[config.mk]
export PLATFORM = sky130hd
export DESIGN_NAME = apcl_config
export DESIGN_NICKNAME = d
export VERILOG_FILES = /design/src/design/apcl_pkg.sv /design/src/design/apcl_prbs_if.sv /design/src/design/apcl_prbs15.sv /design/src/design/apcl_config.sv
export SDC_FILE = /design/constraint.sdc
export NUM_CORES = 1
export LEC_CHECK = 0
export ABC_CLOCK_PERIOD_IN_PS = 4010
export BUFFER_PORTS_ARGS = -buffer_cell sky130_fd_sc_hd__buf_2
export CAP_MARGIN = 40
export CORE_MARGIN = 2
export CORE_UTILIZATION = 58
export DETAILED_ROUTE_END_ITERATION = 10
export PLACE_DENSITY = 0.9
export REMOVE_ABC_BUFFERS = 1
export SLEW_MARGIN = 0
export SYNTH_ARGS = -nofsm -noshare
export SYNTH_HDL_FRONTEND = slang
export SYNTH_SLANG_ARGS = --single-unit
export TNS_END_PERCENT = 5
[constraint.sdc]
create_clock -name CORE_CLK -period 4.01 [get_ports CORE_CLK]
set_input_delay 0.802 -clock CORE_CLK [delete_from_list [all_inputs] [get_ports CORE_CLK]]
set_output_delay 0.802 -clock CORE_CLK [all_outputs]
set_load 0.05 [all_outputs]
[src/design/apcl_pkg.sv]
// apcl_pkg: offsets, field positions, codes and reset values of the bank
package apcl_pkg;
    // register indices; byte address is four times the index
    localparam logic [7:0] IDX_POWER = 8'h15;
    localparam logic [7:0] IDX_CLKDIV = 8'h27;
    localparam logic [7:0] IDX_LINK = 8'h2a;
    localparam logic [7:0] IDX_OVR = 8'h2b;
    localparam logic [7:0] IDX_OPF = 8'h30;
    localparam logic [7:0] IDX_FPM = 8'h31;
    localparam logic [7:0] IDX_STATUS = 8'h3c;
    localparam logic [7:0] REG_RESET = 8'h00;
    // writable bits of each register; the rest read as zero
    localparam logic [7:0] MASK_POWER = 8'h6d;
    localparam logic [7:0] MASK_CLKDIV = 8'hc0;
    localparam logic [7:0] MASK_LINK = 8'hff;
    localparam logic [7:0] MASK_OVR = 8'h03;
    localparam logic [7:0] MASK_OPF = 8'hff;
    localparam logic [7:0] MASK_FPM = 8'h1f;
    // power control fields
    localparam int PWR_A_BIT = 6;
    localparam int PWR_B_BIT = 5;
    localparam int PWR_STBY_BIT = 3;
    localparam int PWR_GLOB_BIT = 2;
    localparam int PWR_IGN_BIT = 0;
    // divider select, bits 7-6
    localparam int DIV_LSB = 6;
    localparam logic [1:0] DIV_BYPASS = 2'b00;
    localparam logic [1:0] DIV_1 = 2'b01;
    localparam logic [1:0] DIV_2 = 2'b10;
    localparam logic [1:0] DIV_4 = 2'b11;
    // link test control fields
    localparam int LNK_PAT_LSB = 6;
    localparam int LNK_IDLE_BIT = 5;
    localparam int LNK_TRP_BIT = 4;
    localparam int LNK_FLIP_BIT = 3;
    localparam int LNK_LANE_BIT = 2;
    localparam int LNK_FRAME_BIT = 1;
    localparam int LNK_SKIP_BIT = 0;
    localparam logic [1:0] PAT_NORMAL = 2'b00;
    localparam logic [1:0] PAT_CLOCK = 2'b01;
    localparam logic [1:0] PAT_ENCODED = 2'b10;
    localparam logic [1:0] PAT_PRBS = 2'b11;
    // override fields
    localparam int OVR_K_BIT = 1;
    localparam int OVR_F_BIT = 0;
    localparam logic [7:0] OPF_20X = 8'h01;
    localparam logic [7:0] OPF_40X = 8'h03;
    localparam logic [2:0] DEF_F = 3'd2;
    localparam logic [2:0] WIDE_F = 3'd4;
    localparam logic [5:0] DEF_K = 6'd9;
    localparam logic [1:0] ILA_LAST_MF = 2'd3;
    // link octet codes
    localparam logic [7:0] K28_0 = 8'h1c;
    localparam logic [7:0] K28_3 = 8'h7c;
    localparam logic [7:0] K28_4 = 8'h9c;
    localparam logic [7:0] K28_5 = 8'hbc;
    localparam logic [7:0] K28_7 = 8'hfc;
    localparam logic [7:0] IDLE_ALT = 8'h50;
    localparam logic [7:0] CLOCK_OCTET = 8'haa;
    localparam logic [14:0] PRBS_SEED = 15'h7fff;
    typedef enum logic [1:0] {LNK_SYNC, LNK_ILA, LNK_DATA} apcl_link_t;
endpackage : apcl_pkg

[src/design/apcl_prbs_if.sv]
// apcl_prbs_if: carrier between the lane framer and its prbs source
`timescale 1ns/1ps
interface apcl_prbs_if;
    logic advance;
    logic restart;
    logic [7:0] octet;
    modport src (input advance, input restart, output octet);
    modport snk (output advance, output restart, input octet);
endinterface : apcl_prbs_if

[src/design/apcl_prbs15.sv]
// apcl_prbs15: 2^15-1 sequence, eight bits per step
`timescale 1ns/1ps
module apcl_prbs15
    import apcl_pkg::*;
(
    // clock and reset
    input wire logic clk,
    input wire logic rst,
    // pattern carrier
    apcl_prbs_if.src pat
);
    logic [14:0] state;
    logic [22:0] stepped;

    // x^15 + x^14 + 1, unrolled eight times per call
    function automatic logic [22:0] step8(input logic [14:0] s);
        logic [14:0] v;
        logic [7:0] o;
        v = s;
        o = 8'h00;
        for (int i = 7; i >= 0; i--) begin
            o[i] = v[14] ^ v[13];
            v = {v[13:0], o[i]};
        end
        return {v, o};
    endfunction : step8

    assign stepped = step8(state);
    assign pat.octet = stepped[7:0];

    // seed on restart so the sequence starts cleanly on each selection
    always_ff @(posedge clk) begin
        if (rst || pat.restart) begin
            state <= PRBS_SEED;
        end else if (pat.advance) begin
            state <= stepped[22:8];
        end
    end
endmodule : apcl_prbs15

[src/design/apcl_config.sv]
// apcl_config: configuration bank, power decisions and lane framer
`timescale 1ns/1ps
module apcl_config
    import apcl_pkg::*;
#(
    parameter logic [7:0] ENCODED_OCTET = 8'hb5
) (
    // clock and reset
    input wire logic CORE_CLK,
    input wire logic SYS_RST,
    // apb slave
    input wire logic PSEL,
    input wire logic PENABLE,
    input wire logic PWRITE,
    input wire logic [11:0] PADDR,
    input wire logic [31:0] PWDATA,
    input wire logic [3:0] PSTRB,
    output logic PREADY,
    output logic [31:0] PRDATA,
    output logic PSLVERR,
    // power control
    input wire logic SLEEP_PIN,
    output logic CHA_SLEEP,
    output logic CHB_SLEEP,
    output logic ADC_STANDBY,
    output logic DEVICE_SLEEP,
    // sample clock
    output logic SAMPLE_EN,
    // sample data
    input wire logic [13:0] CHA_SAMPLE,
    input wire logic [13:0] CHB_SAMPLE,
    // link
    input wire logic SYNC_N,
    output logic [7:0] LANE_A_DATA,
    output logic LANE_A_K,
    output logic [7:0] LANE_B_DATA,
    output logic LANE_B_K,
    output logic LINK_DATA
);
    // configuration registers, stored already masked
    logic [7:0] power_down_control, sample_clock_divider;
    logic [7:0] serial_link_test_control, link_parameter_override;
    logic [7:0] octets_per_frame, frames_per_multiframe;

    // bus decode
    logic [7:0] idx, rd_val;
    logic hit, access, wr_en;

    // link state and counters
    apcl_link_t st;
    logic [2:0] oct_cnt, f_oct;
    logic [5:0] fr_cnt, k_fr;
    logic [1:0] mf_cnt, pattern, div_cnt;
    logic phase, last_oct, last_fr;
    logic [13:0] hold_a, hold_b;

    // shared octet choice
    logic use_data, next_k;
    logic [7:0] next_ctrl;
    logic [13:0] smp_a, smp_b;

    apcl_prbs_if prbs ();

    apcl_prbs15 u_prbs (
        .clk(CORE_CLK),
        .rst(SYS_RST),
        .pat(prbs.src)
    );

    // divider phases that must be zero for an enable pulse
    function automatic logic [1:0] div_mask(input logic [1:0] sel);
        logic [1:0] m;
        m = 2'b00;
        unique case (sel)
            DIV_BYPASS: m = 2'b00;
            DIV_1: m = 2'b00;
            DIV_2: m = 2'b01;
            DIV_4: m = 2'b11;
        endcase
        return m;
    endfunction : div_mask

    // sample after test and flip options, for one lane
    function automatic logic [13:0] lane_sample(
        input logic [13:0] raw,
        input logic lane_b,
        input logic trp,
        input logic flip,
        input logic [5:0] fr
    );
        logic [13:0] s;
        s = flip ? {<<{raw}} : raw; // msb and lsb swap places
        if (trp) begin
            s = {lane_b, ~lane_b, fr[3:0], 8'h00};
        end
        return s;
    endfunction : lane_sample

    // split a sample into the octets of one frame
    function automatic logic [7:0] data_octet(input logic [13:0] s,
                                              input logic [2:0] oct);
        logic [15:0] w;
        w = {s, 2'b00};
        return (oct == 3'd0) ? w[15:8] : (oct == 3'd1) ? w[7:0] : 8'h00;
    endfunction : data_octet

    // apb address decode and read mux
    assign idx = PADDR[9:2];
    assign access = PSEL && PENABLE;
    always_comb begin
        hit = (PADDR[11:10] == 2'b00) && (PADDR[1:0] == 2'b00);
        rd_val = 8'h00;
        case (idx)
            IDX_POWER: rd_val = power_down_control;
            IDX_CLKDIV: rd_val = sample_clock_divider;
            IDX_LINK: rd_val = serial_link_test_control;
            IDX_OVR: rd_val = link_parameter_override;
            IDX_OPF: rd_val = octets_per_frame;
            IDX_FPM: rd_val = frames_per_multiframe;
            IDX_STATUS: rd_val = {3'b000, LINK_DATA, CHA_SLEEP,
                                  CHB_SLEEP, ADC_STANDBY, DEVICE_SLEEP};
            default: hit = 1'b0;
        endcase
    end

    // one wait state: pready rises on the second access cycle
    always_ff @(posedge CORE_CLK) begin
        if (SYS_RST) begin
            PREADY <= 1'b0;
            PRDATA <= 32'h0000_0000;
            PSLVERR <= 1'b0;
        end else if (access && !PREADY) begin
            PREADY <= 1'b1;
            PRDATA <= (PWRITE || !hit) ? 32'h0000_0000
                                       : {24'h00_0000, rd_val};
            PSLVERR <= !hit;
        end else begin
            PREADY <= 1'b0;
            PRDATA <= 32'h0000_0000;
            PSLVERR <= 1'b0;
        end
    end

    // writes land only at the completing edge; status is read only
    assign wr_en = access && PREADY && PWRITE && PSTRB[0] && hit;
    always_ff @(posedge CORE_CLK) begin
        if (SYS_RST) begin
            power_down_control <= REG_RESET;
            sample_clock_divider <= REG_RESET;
            serial_link_test_control <= REG_RESET;
            link_parameter_override <= REG_RESET;
            octets_per_frame <= REG_RESET;
            frames_per_multiframe <= REG_RESET;
        end else if (wr_en) begin
            // reserved positions are dropped, never stored
            case (idx)
                IDX_POWER: power_down_control <= PWDATA[7:0] & MASK_POWER;
                IDX_CLKDIV: sample_clock_divider <= PWDATA[7:0] & MASK_CLKDIV;
                IDX_LINK: serial_link_test_control <= PWDATA[7:0] & MASK_LINK;
                IDX_OVR: link_parameter_override <= PWDATA[7:0] & MASK_OVR;
                IDX_OPF: octets_per_frame <= PWDATA[7:0] & MASK_OPF;
                IDX_FPM: frames_per_multiframe <= PWDATA[7:0] & MASK_FPM;
                default: ;
            endcase
        end
    end

    // power decisions; with the pin in charge both channels and device sleep follow it, standby keeps its bit
    always_ff @(posedge CORE_CLK) begin
        if (SYS_RST) begin
            CHA_SLEEP <= 1'b0;
            CHB_SLEEP <= 1'b0;
            ADC_STANDBY <= 1'b0;
            DEVICE_SLEEP <= 1'b0;
        end else if (power_down_control[PWR_IGN_BIT]) begin
            CHA_SLEEP <= power_down_control[PWR_A_BIT]
                         | power_down_control[PWR_GLOB_BIT];
            CHB_SLEEP <= power_down_control[PWR_B_BIT]
                         | power_down_control[PWR_GLOB_BIT];
            ADC_STANDBY <= power_down_control[PWR_STBY_BIT];
            DEVICE_SLEEP <= power_down_control[PWR_GLOB_BIT];
        end else begin
            CHA_SLEEP <= SLEEP_PIN | power_down_control[PWR_GLOB_BIT];
            CHB_SLEEP <= SLEEP_PIN | power_down_control[PWR_GLOB_BIT];
            ADC_STANDBY <= power_down_control[PWR_STBY_BIT];
            DEVICE_SLEEP <= SLEEP_PIN | power_down_control[PWR_GLOB_BIT];
        end
    end

    // sample enable; bypass and divide-by-one both give every cycle
    always_ff @(posedge CORE_CLK) begin
        if (SYS_RST) begin
            div_cnt <= 2'b00;
            SAMPLE_EN <= 1'b0;
        end else begin
            div_cnt <= div_cnt + 2'b01;
            SAMPLE_EN <= (div_cnt & div_mask(
                sample_clock_divider[DIV_LSB +: 2])) == 2'b00;
        end
    end

    // frame geometry; codes other than 40X fall back to two octets
    always_comb begin
        f_oct = DEF_F;
        if (link_parameter_override[OVR_F_BIT]) begin
            f_oct = (octets_per_frame == OPF_40X) ? WIDE_F : DEF_F;
        end
        k_fr = DEF_K;
        if (link_parameter_override[OVR_K_BIT]) begin
            k_fr = {1'b0, frames_per_multiframe[4:0]} + 6'd1;
        end
    end
    assign last_oct = oct_cnt == (f_oct - 3'd1);
    assign last_fr = fr_cnt == (k_fr - 6'd1);
    assign pattern = serial_link_test_control[LNK_PAT_LSB +: 2];

    // link sequencing; sync request always wins and restarts framing
    always_ff @(posedge CORE_CLK) begin
        if (SYS_RST) begin
            st <= LNK_SYNC;
        end else begin
            unique case (st)
                LNK_SYNC: begin
                    if (SYNC_N) begin
                        st <= serial_link_test_control[LNK_SKIP_BIT]
                              ? LNK_DATA : LNK_ILA;
                    end
                end
                LNK_ILA: begin
                    if (!SYNC_N) begin
                        st <= LNK_SYNC;
                    end else if (last_oct && last_fr
                                 && mf_cnt == ILA_LAST_MF) begin
                        st <= LNK_DATA;
                    end
                end
                LNK_DATA: begin
                    if (!SYNC_N) begin
                        st <= LNK_SYNC;
                    end
                end
            endcase
        end
    end

    // octet, frame and multiframe counters, held at zero during sync
    always_ff @(posedge CORE_CLK) begin
        if (SYS_RST || st == LNK_SYNC || !SYNC_N) begin
            oct_cnt <= 3'd0;
            fr_cnt <= 6'd0;
            mf_cnt <= 2'd0;
        end else if (last_oct) begin
            oct_cnt <= 3'd0;
            if (last_fr) begin
                fr_cnt <= 6'd0;
                mf_cnt <= mf_cnt + 2'd1;
            end else begin
                fr_cnt <= fr_cnt + 6'd1;
            end
        end else begin
            oct_cnt <= oct_cnt + 3'd1;
        end
    end

    // idle code phase runs free so the two-octet code stays paired;
    // the divider counter already toggles its low bit every cycle
    assign phase = div_cnt[0];

    // capture samples once per frame so a frame never mixes two samples
    always_ff @(posedge CORE_CLK) begin
        if (SYS_RST) begin
            hold_a <= 14'h0000;
            hold_b <= 14'h0000;
        end else if (last_oct) begin
            hold_a <= CHA_SAMPLE;
            hold_b <= CHB_SAMPLE;
        end
    end

    assign smp_a = lane_sample(hold_a, 1'b0,
                               serial_link_test_control[LNK_TRP_BIT],
                               serial_link_test_control[LNK_FLIP_BIT],
                               fr_cnt);
    assign smp_b = lane_sample(hold_b, 1'b1,
                               serial_link_test_control[LNK_TRP_BIT],
                               serial_link_test_control[LNK_FLIP_BIT],
                               fr_cnt);

    // prbs runs only while selected and restarts on every selection
    assign prbs.advance = pattern == PAT_PRBS;
    assign prbs.restart = pattern != PAT_PRBS;

    // octet kind shared by both lanes; test patterns override the link
    always_comb begin
        use_data = 1'b0;
        next_k = 1'b0;
        next_ctrl = 8'h00;
        if (pattern == PAT_CLOCK) begin
            next_ctrl = CLOCK_OCTET;
        end else if (pattern == PAT_ENCODED) begin
            next_ctrl = ENCODED_OCTET;
        end else if (pattern == PAT_PRBS) begin
            next_ctrl = prbs.octet;
        end else if (st == LNK_SYNC || !SYNC_N) begin
            next_k = !phase || !serial_link_test_control[LNK_IDLE_BIT];
            next_ctrl = next_k ? K28_5 : IDLE_ALT;
        end else if (st == LNK_ILA) begin
            next_k = 1'b1;
            if (oct_cnt == 3'd0 && fr_cnt == 6'd0) begin
                next_ctrl = K28_0;
            end else if (last_oct && last_fr) begin
                next_ctrl = K28_3;
            end else if (mf_cnt == 2'd1 && fr_cnt == 6'd0
                         && oct_cnt == 3'd1) begin
                next_ctrl = K28_4;
            end else begin
                next_k = 1'b0;
                next_ctrl = {fr_cnt[4:0], oct_cnt};
            end
        end else if (last_oct && last_fr
                     && serial_link_test_control[LNK_LANE_BIT]) begin
            next_k = 1'b1;
            next_ctrl = K28_3;
        end else if (last_oct
                     && serial_link_test_control[LNK_FRAME_BIT]) begin
            next_k = 1'b1;
            next_ctrl = K28_7;
        end else begin
            use_data = 1'b1;
        end
    end

    // registered lane outputs
    always_ff @(posedge CORE_CLK) begin
        if (SYS_RST) begin
            LANE_A_DATA <= 8'h00;
            LANE_A_K <= 1'b0;
            LANE_B_DATA <= 8'h00;
            LANE_B_K <= 1'b0;
            LINK_DATA <= 1'b0;
        end else begin
            LANE_A_DATA <= use_data ? data_octet(smp_a, oct_cnt) : next_ctrl;
            LANE_A_K <= next_k;
            LANE_B_DATA <= use_data ? data_octet(smp_b, oct_cnt) : next_ctrl;
            LANE_B_K <= next_k;
            LINK_DATA <= st == LNK_DATA;
        end
    end
endmodule : apcl_config

-- After elaboration in Yosys (flattened, before gate mapping)
Index checks and enable logic that the tools add are counted.
- add/subtract/negate cells: 7
- equality and inequality tests: 25
- muxes and demuxes: 53
- bitwise operators: 13
- reductions and logical operators: 46
- operator list (operator ; number):
    two-way mux 8 bit ; 17
    two-way mux 14 bit ; 4
    one-hot mux 8 bit (7 select lines) ; 1
    == test 8 x 6 -> 1 bit (second input constant) ; 6
    two-way mux 1 bit ; 19
    logical AND 1 bit ; 14
    AND reduction 2 bit ; 7
    == test 2 bit (second input constant) ; 6
    two-way mux 2 bit ; 6
    two-way mux 6 bit ; 2
    one-hot mux 2 bit (3 select lines) ; 2
    logical NOT 2 bit ; 5
    == test 2 x 1 -> 1 bit (second input constant) ; 4
    == test 8 x 2 -> 1 bit (second input constant) ; 1
    == test 8 x 5 -> 1 bit (second input constant) ; 1
    XOR 1 bit ; 8
    OR reduction 7 bit ; 1
    adder 5 x 1 -> 6 bit (second input constant) ; 1
    adder 6 x 1 -> 6 bit (second input constant) ; 1
    == test 6 bit ; 1
    logical NOT 6 bit ; 1
    logical OR 1 bit ; 6
    two-way mux 3 bit ; 2
    inequality test 2 bit (second input constant) ; 3
    other kinds (16) ; 25
- register bits after elaboration: 145
- bits of input ports: 83
- output and inout bits: 58
- word-level logic and storage cells: 171

-- Logic depth before layout (Yosys ltp)
- depth after elaboration: 14
- depth in mapped cells: 13
- gate-level depth less buffers: 11

-- Modules after synthesis
From an unflattened synthesis, not the netlist that was laid out.
- cells, all modules: 699
- area, all modules: 6194.7 µm²
- modules (own cells, without submodules) (module ; times used ; cells each ; area each (µm²) ; sequential area each (µm²)):
    apcl_config ; 1 ; 633 ; 5567.8 ; 2122.0
    apcl_prbs15 ; 1 ; 66 ; 626.9 ; 300.3

-- Least setup slack after synthesis
OpenSTA, ideal clock, no wires.
- path type: input -> register
- from: input port PADDR[9]
- to: register power_down_control[0]
- library setup time: 128 ps
- arrival time: 2779 ps
- required time: 3882 ps
- path slack: 1103 ps
- stages on the path: 8
- path buffers: 0
- cells stage by stage: or3b_4 -> nor4_2 -> or4_1 -> o21ai_1 -> nor3_4 -> nand2_1 -> mux2i_1 -> nor2_1
- word-level cells in the longest chain between the ends: 5
- elaborated cells between the ends (all ways): 11
- classes of those cells: 7 x eq/ne; 1 x mux; 3 x reduce/logical
- ends and longest elaborated chain (what ; RTL line ; text):
    start, declared ; apcl_config.sv:15 ; input wire logic [11:0] PADDR,
    == test 8 x 6 -> 1 bit or == test 8 x 5 -> 1 bit (tied branches) ; apcl_config.sv:113, apcl_config.sv:156 ;
    OR reduction 7 bit (no line) ; -- ;
    two-way mux 1 bit ; apcl_config.sv:113 ; case (idx)
    logical AND 1 bit ; apcl_config.sv:145 ; assign wr_en = access && PREADY && PWRITE && PSTRB[0] && hit;
    AND reduction 2 bit (no line) * ; -- ;
    end signal, assigned ; apcl_config.sv:157 ; IDX_POWER: power_down_control <= PWDATA[7:0] & MASK_POWER;
    end, declared ; apcl_config.sv:41 ; logic [7:0] power_down_control, sample_clock_divider;
Every way passes the cells marked *; elsewhere a longest branch is shown, timed or not.
A chain may end at the register's enable or synchronous reset.

-- Final worst setup path
- from: register frames_per_multiframe[0]
- to: register LANE_A_DATA[4]
- word-level cells in the longest chain between the ends: 13
- elaborated cells between the ends (all ways): 21
- classes of those cells: 2 x add/sub; 1 x eq/ne; 16 x mux; 2 x reduce/logical
- ends and longest elaborated chain (what ; RTL line ; text):
    start, declared ; apcl_config.sv:43 ; logic [7:0] octets_per_frame, frames_per_multiframe;
    start signal, assigned ; apcl_config.sv:162 ; IDX_FPM: frames_per_multiframe <= PWDATA[7:0] & MASK_FPM;
    adder 5 x 1 -> 6 bit * ; apcl_config.sv:210 ; k_fr = {1'b0, frames_per_multiframe[4:0]} + 6'd1;
    two-way mux 6 bit * ; apcl_config.sv:209 ; if (link_parameter_override[OVR_K_BIT]) begin
    subtractor 6 x 1 -> 6 bit * ; apcl_config.sv:214 ; assign last_fr = fr_cnt == (k_fr - 6'd1);
    == test 6 bit * ; apcl_config.sv:214 ;
    logical AND 1 bit * ; apcl_config.sv:311, apcl_config.sv:320 ;
    two-way mux 8 bit or logical AND 1 bit (tied branches) ; apcl_config.sv:311, apcl_config.sv:321 ;
    two-way mux 8 bit, or another cell as far along ; apcl_config.sv:309 ; if (oct_cnt == 3'd0 && fr_cnt == 6'd0) begin
    two-way mux 8 bit or two-way mux 1 bit (tied branches) ; apcl_config.sv:307 ; end else if (st == LNK_ILA) begin
    two-way mux 8 bit or two-way mux 1 bit (tied branches) ; apcl_config.sv:304 ; end else if (st == LNK_SYNC || !SYNC_N) begin
    two-way mux 8 bit or two-way mux 1 bit (tied branches) ; apcl_config.sv:302 ; end else if (pattern == PAT_PRBS) begin
    two-way mux 8 bit or two-way mux 1 bit (tied branches) ; apcl_config.sv:300 ; end else if (pattern == PAT_ENCODED) begin
    two-way mux 8 bit or two-way mux 1 bit (tied branches) ; apcl_config.sv:298 ; if (pattern == PAT_CLOCK) begin
    two-way mux 8 bit * ; apcl_config.sv:342 ; LANE_A_DATA <= use_data ? data_octet(smp_a, oct_cnt) : next_ctrl;
    end signal, assigned ; apcl_config.sv:342 ;
    end, declared ; apcl_config.sv:34 ; output logic [7:0] LANE_A_DATA,
Marked as above.

==> results <==
- The flow ran to the end, and the final reports show no timing, DRC or antenna violations.
- The static leakage is 2.850 nW.
- For the worst setup path, the data arrival time is between 3 and 4 ns.
- In the final layout, the share of cells above drive strength 1 is 19.60%.
- Detailed routing inserted a total of around 5400 vias.
- The die boundary width is about 110 um.
- The transition time of the tightest slew-check pin is ~0.72 ns.
- The path class of the lowest-slack min-delay path is reg -> reg.
- 0 antenna diodes ended up in the layout.
- The half-perimeter wire length after placement is roughly 10000 um.
- The power per standard cell area is 498.1 nW/um2.
- The synthesized flop and latch total is approximately 120.
- Setup repair after global routing left no endpoint under its margin.
- The post-CTS setup buffer count is 0.
- Dividing the detail-routed via count by the number of cells gives ~6.
- The die covers between 10000 and 15000 um2.
- Counting flops with an async set or reset pin after synthesis yields a share of 0%.
- After layout, the worst path uses 81.39% of the clock period.
- The critical path is of the reg -> reg type.
- Setup violations remaining at the end of the flow were counted as 0.
- The number of global-route vias before repair is around 5100.
- The first detailed-routing pass took 7 iterations.
- The number of antenna violations at the first check in global routing was 0.
- Global routing used a little over a quarter of the available tracks.
- The total clock buffers created by CTS is 17.
- STA classifies the critical path endpoint as a flip-flop.
- The clock sink total is 121.
- The sort of element at the start of the critical path is a flip-flop.
- The routed metal-1 wire length is between 5000 and 6000 um.
- The CTS tree is yes.
- The global-route congestion overflow total is 0.
- By count the netlist is led by 121 x sky130_fd_sc_hd__dfxtp_1, 101 x sky130_fd_sc_hd__nand2_1, 66 x sky130_fd_sc_hd__a21oi_1.
- The tree is rooted in a sky130_fd_sc_hd__clkbuf_8.
- The fmax is about 310 MHz.
- The number of ports placed on the die boundary is approximately 140.
- VDD sags by at most around 0.32 mV.
- The max-slew violation count was 0.
- In this run the cell area of the synthesized design comes to approximately 6000 um2.
- Max-cap violations in this run came to 0.
- The number of synthesized flops with an enable pin is 0.
- The average size of a mapped cell is ~8.6 um2.
- The number of buffers inserted by port buffering is just under 90.
- The most frequent cell after synthesis is sky130_fd_sc_hd__dfxtp_1.
- At the worst endpoint, the required time is 4.49 ns.
- Wire segments on met3 add up to around 1300 um in the final route.
- Across the routed clock network, the largest skew measured is 0.006279 ns.
- Synthesis produced 697 cells.
- The share of synthesized area in the top cell type comes to roughly 41%.
- The violation count after the first detailed-routing iteration is 570.
- Entering global routing, the biggest net connects 54 pins.
- The fraction of the yosys area taken by sequential cells is 40.56%.
- The main flop type after synthesis is sky130_fd_sc_hd__dfxtp_1.
- After detailed routing, the number of remaining DRC violations is 0.
- The final layout contains roughly 880 nets.
- The detailed-routed wire length on met2 is between 7000 and 8000 um.
- The peak fanout along the critical path is 6.
- Once the clock tree was built, the resizer swapped 0 gates to a different size.
- The aggregate routed wire length is 14890 um.
- The number of hold violations in the final report came to 0.
- Final hold analysis gives a worst-case slack of 0.4082 ns.
- Adding up every negative setup slack in the final design gives 0 ns.
- After synthesis, the netlist uses 67 different library cells.
- The number of cell rows is 37.
- The area growth from synthesis to final layout is 17.12%.
- The core area is between 10000 and 15000 um2.
- The topmost layer with routed signal wires is met4.
- The cell taking the most area after synthesis is sky130_fd_sc_hd__dfxtp_1.
- After filler insertion, the fill cell instance count of the layout stands at 744.
- The first global-routing pass estimated 24240 um of wire.
- After synthesis, the cell types taking the most area are sky130_fd_sc_hd__dfxtp_1 41%, sky130_fd_sc_hd__nand2_1 6.3%, sky130_fd_sc_hd__mux2i_1 6.0%, sky130_fd_sc_hd__a21oi_1 5.5%, sky130_fd_sc_hd__buf_4 3.1%.
- After clock tree synthesis, the clock-pin slew on the worst setup and hold paths is around 0.060 ns.
- The clock reaches the later pin of the worst-skew pair after 0.54 ns.
- At the end of routability-driven placement, the weighted congestion stood at between 0.8 and 0.9.
- The initial utilization of the core area, before any placement, comes to 58.90%.
- The height of the chip is around 110 um.
- The count of nets left with antenna violations once routing finished came out at 0.
- The wire length per cell after detailed routing is between 15 and 20 um.
- The maximum count of clock buffers along a single path is 2.
- The clock tree synthesis step divided the H-tree into 4 levels.
- The worst max-slew margin expressed relative to the limit is a little over half.
- The final critical path time including I/O delays and setup is 3.264 ns.
- The count of yosys warnings during synthesis is 0.
- The number of hold buffers added after CTS was 0.
[path summary, 6_finish.rpt]
path,start,to,slack (ns),cells after the start
worst max-delay path,frames_per_multiframe[0],LANE_A_DATA[4],0.75,11
worst min-delay path,u_prbs.state[3],u_prbs.state[11],0.41,1
worst max register to register,frames_per_multiframe[0],LANE_A_DATA[4],0.75,11
worst min register to register,u_prbs.state[3],u_prbs.state[11],0.41,1
[cells in the final DEF (no fill, tap or decap), types with 4 or more instances in the layout]
cell type                    count
sky130_fd_sc_hd__nand2_1       101
sky130_fd_sc_hd__ha_1           15
sky130_fd_sc_hd__mux2_2          5
sky130_fd_sc_hd__nor2_1         50
sky130_fd_sc_hd__buf_4           8
sky130_fd_sc_hd__inv_1          15
sky130_fd_sc_hd__a31oi_1         7
sky130_fd_sc_hd__clkbuf_16      16
sky130_fd_sc_hd__nand4_1         4
sky130_fd_sc_hd__a21o_1          7
sky130_fd_sc_hd__a211oi_1       11
sky130_fd_sc_hd__mux2i_1        36
sky130_fd_sc_hd__a22oi_1         7
sky130_fd_sc_hd__nand3_1        26
sky130_fd_sc_hd__nand2b_1       23
sky130_fd_sc_hd__and3_1          5
sky130_fd_sc_hd__a21oi_1        66
sky130_fd_sc_hd__nor2b_1        15
sky130_fd_sc_hd__xor2_1         11
sky130_fd_sc_hd__dfxtp_1       121
sky130_fd_sc_hd__o21ai_0         7
sky130_fd_sc_hd__clkinvlp_4      4
sky130_fd_sc_hd__xnor2_1        13
sky130_fd_sc_hd__a222oi_1        5
sky130_fd_sc_hd__nor3_1          4
sky130_fd_sc_hd__nor3_2          4
sky130_fd_sc_hd__o21ai_1         7
sky130_fd_sc_hd__o22a_1          4
sky130_fd_sc_hd__conb_1         24
sky130_fd_sc_hd__or3b_2          5
sky130_fd_sc_hd__clkinv_2        6
sky130_fd_sc_hd__and2_1          4
sky130_fd_sc_hd__o22ai_1         8
sky130_fd_sc_hd__buf_2          89
[per-stage QoR]
step / util, % / setup WS (ns) / area [um2] / cells / power (mW)
floorplan: - / 0.9053 / 5738 / 661 / 1.850
global placement: 63.26 / 0.6158 / 6414 / 894 / 2.019
detailed placement: 63.46 / 0.5513 / 6434 / 895 / 2.045
CTS: 68.99 / 0.8687 / 6994 / 927 / 3.466
global route: 68.99 / 0.6114 / 6994 / 927 / 3.605
finish: 68.99 / 0.7464 / 6994 / 927 / 3.484
[layout make-up]
cell class | instances | area (um2) | area share [%]
clock buffers | 19 | 431.7 | 6.172
clock inverters | 13 | 128.9 | 1.843
inverters | 15 | 56.30 | 0.8050
multi-input cells | 525 | 3259 | 46.60
flip-flops and latches | 121 | 2422 | 34.63
well taps | 136 | 170.2 | 2.433
repair buffers | 98 | 525.5 | 7.513
[layer usage]
layer	up-vias	global-route usage (%)
met5	-	0
met4	0	10.29
met3	57	7.236
met2	280	45.58
met1	2516	32.90
li1	2557	-
[kinds of logic (layout without fill, tap and decap cells)]
kind of cell             count (synthesis)  count (layout)  share of synthesized area [%]
AO/OA/AOI/OAI                          156             156                          16.72
XOR/XNOR                                25              25                          3.897
adder cells (fa/ha/maj)                 15              15                          3.143
buffers and inverters                   74             145                          6.306
flip-flops                             121             121                          40.56
multiplexers                            41              41                          6.977
other                                    1              24                        0.06279
AND/OR/NAND/NOR                        264             264                          22.33
[state kept, by name, summed over array words and instances (netlist names), 3 cells and up]
register / flops
LANE_A_DATA: 8
LANE_B_DATA: 8
PRDATA: 8
fr_cnt: 6
frames_per_multiframe: 5
hold_a: 14
hold_b: 14
oct_cnt: 3
octets_per_frame: 8
power_down_control: 5
serial_link_test_control: 8
u_prbs.state: 15
[where the power goes]
part | internal [mW] | switching, mW
combinational | 0.201 | 0.517
sequential | 1.28 | 0.0441
clock | 0.892 | 0.545
[worst max-delay path, stage by stage (launching register included)]
cell and delay (ns):
sky130_fd_sc_hd__dfxtp_1 0.37, sky130_fd_sc_hd__ha_1 0.35, sky130_fd_sc_hd__nand2_1 0.07, sky130_fd_sc_hd__ha_1 0.22, sky130_fd_sc_hd__xnor2_1 0.21, sky130_fd_sc_hd__a21o_1 0.12, sky130_fd_sc_hd__nand4_1 0.17, sky130_fd_sc_hd__nand4bb_1 0.24
sky130_fd_sc_hd__o31ai_2 0.56, sky130_fd_sc_hd__o31ai_1 0.23, sky130_fd_sc_hd__a311oi_1 0.51, sky130_fd_sc_hd__a21o_1 0.15
Power figures use the tool's default switching activity.
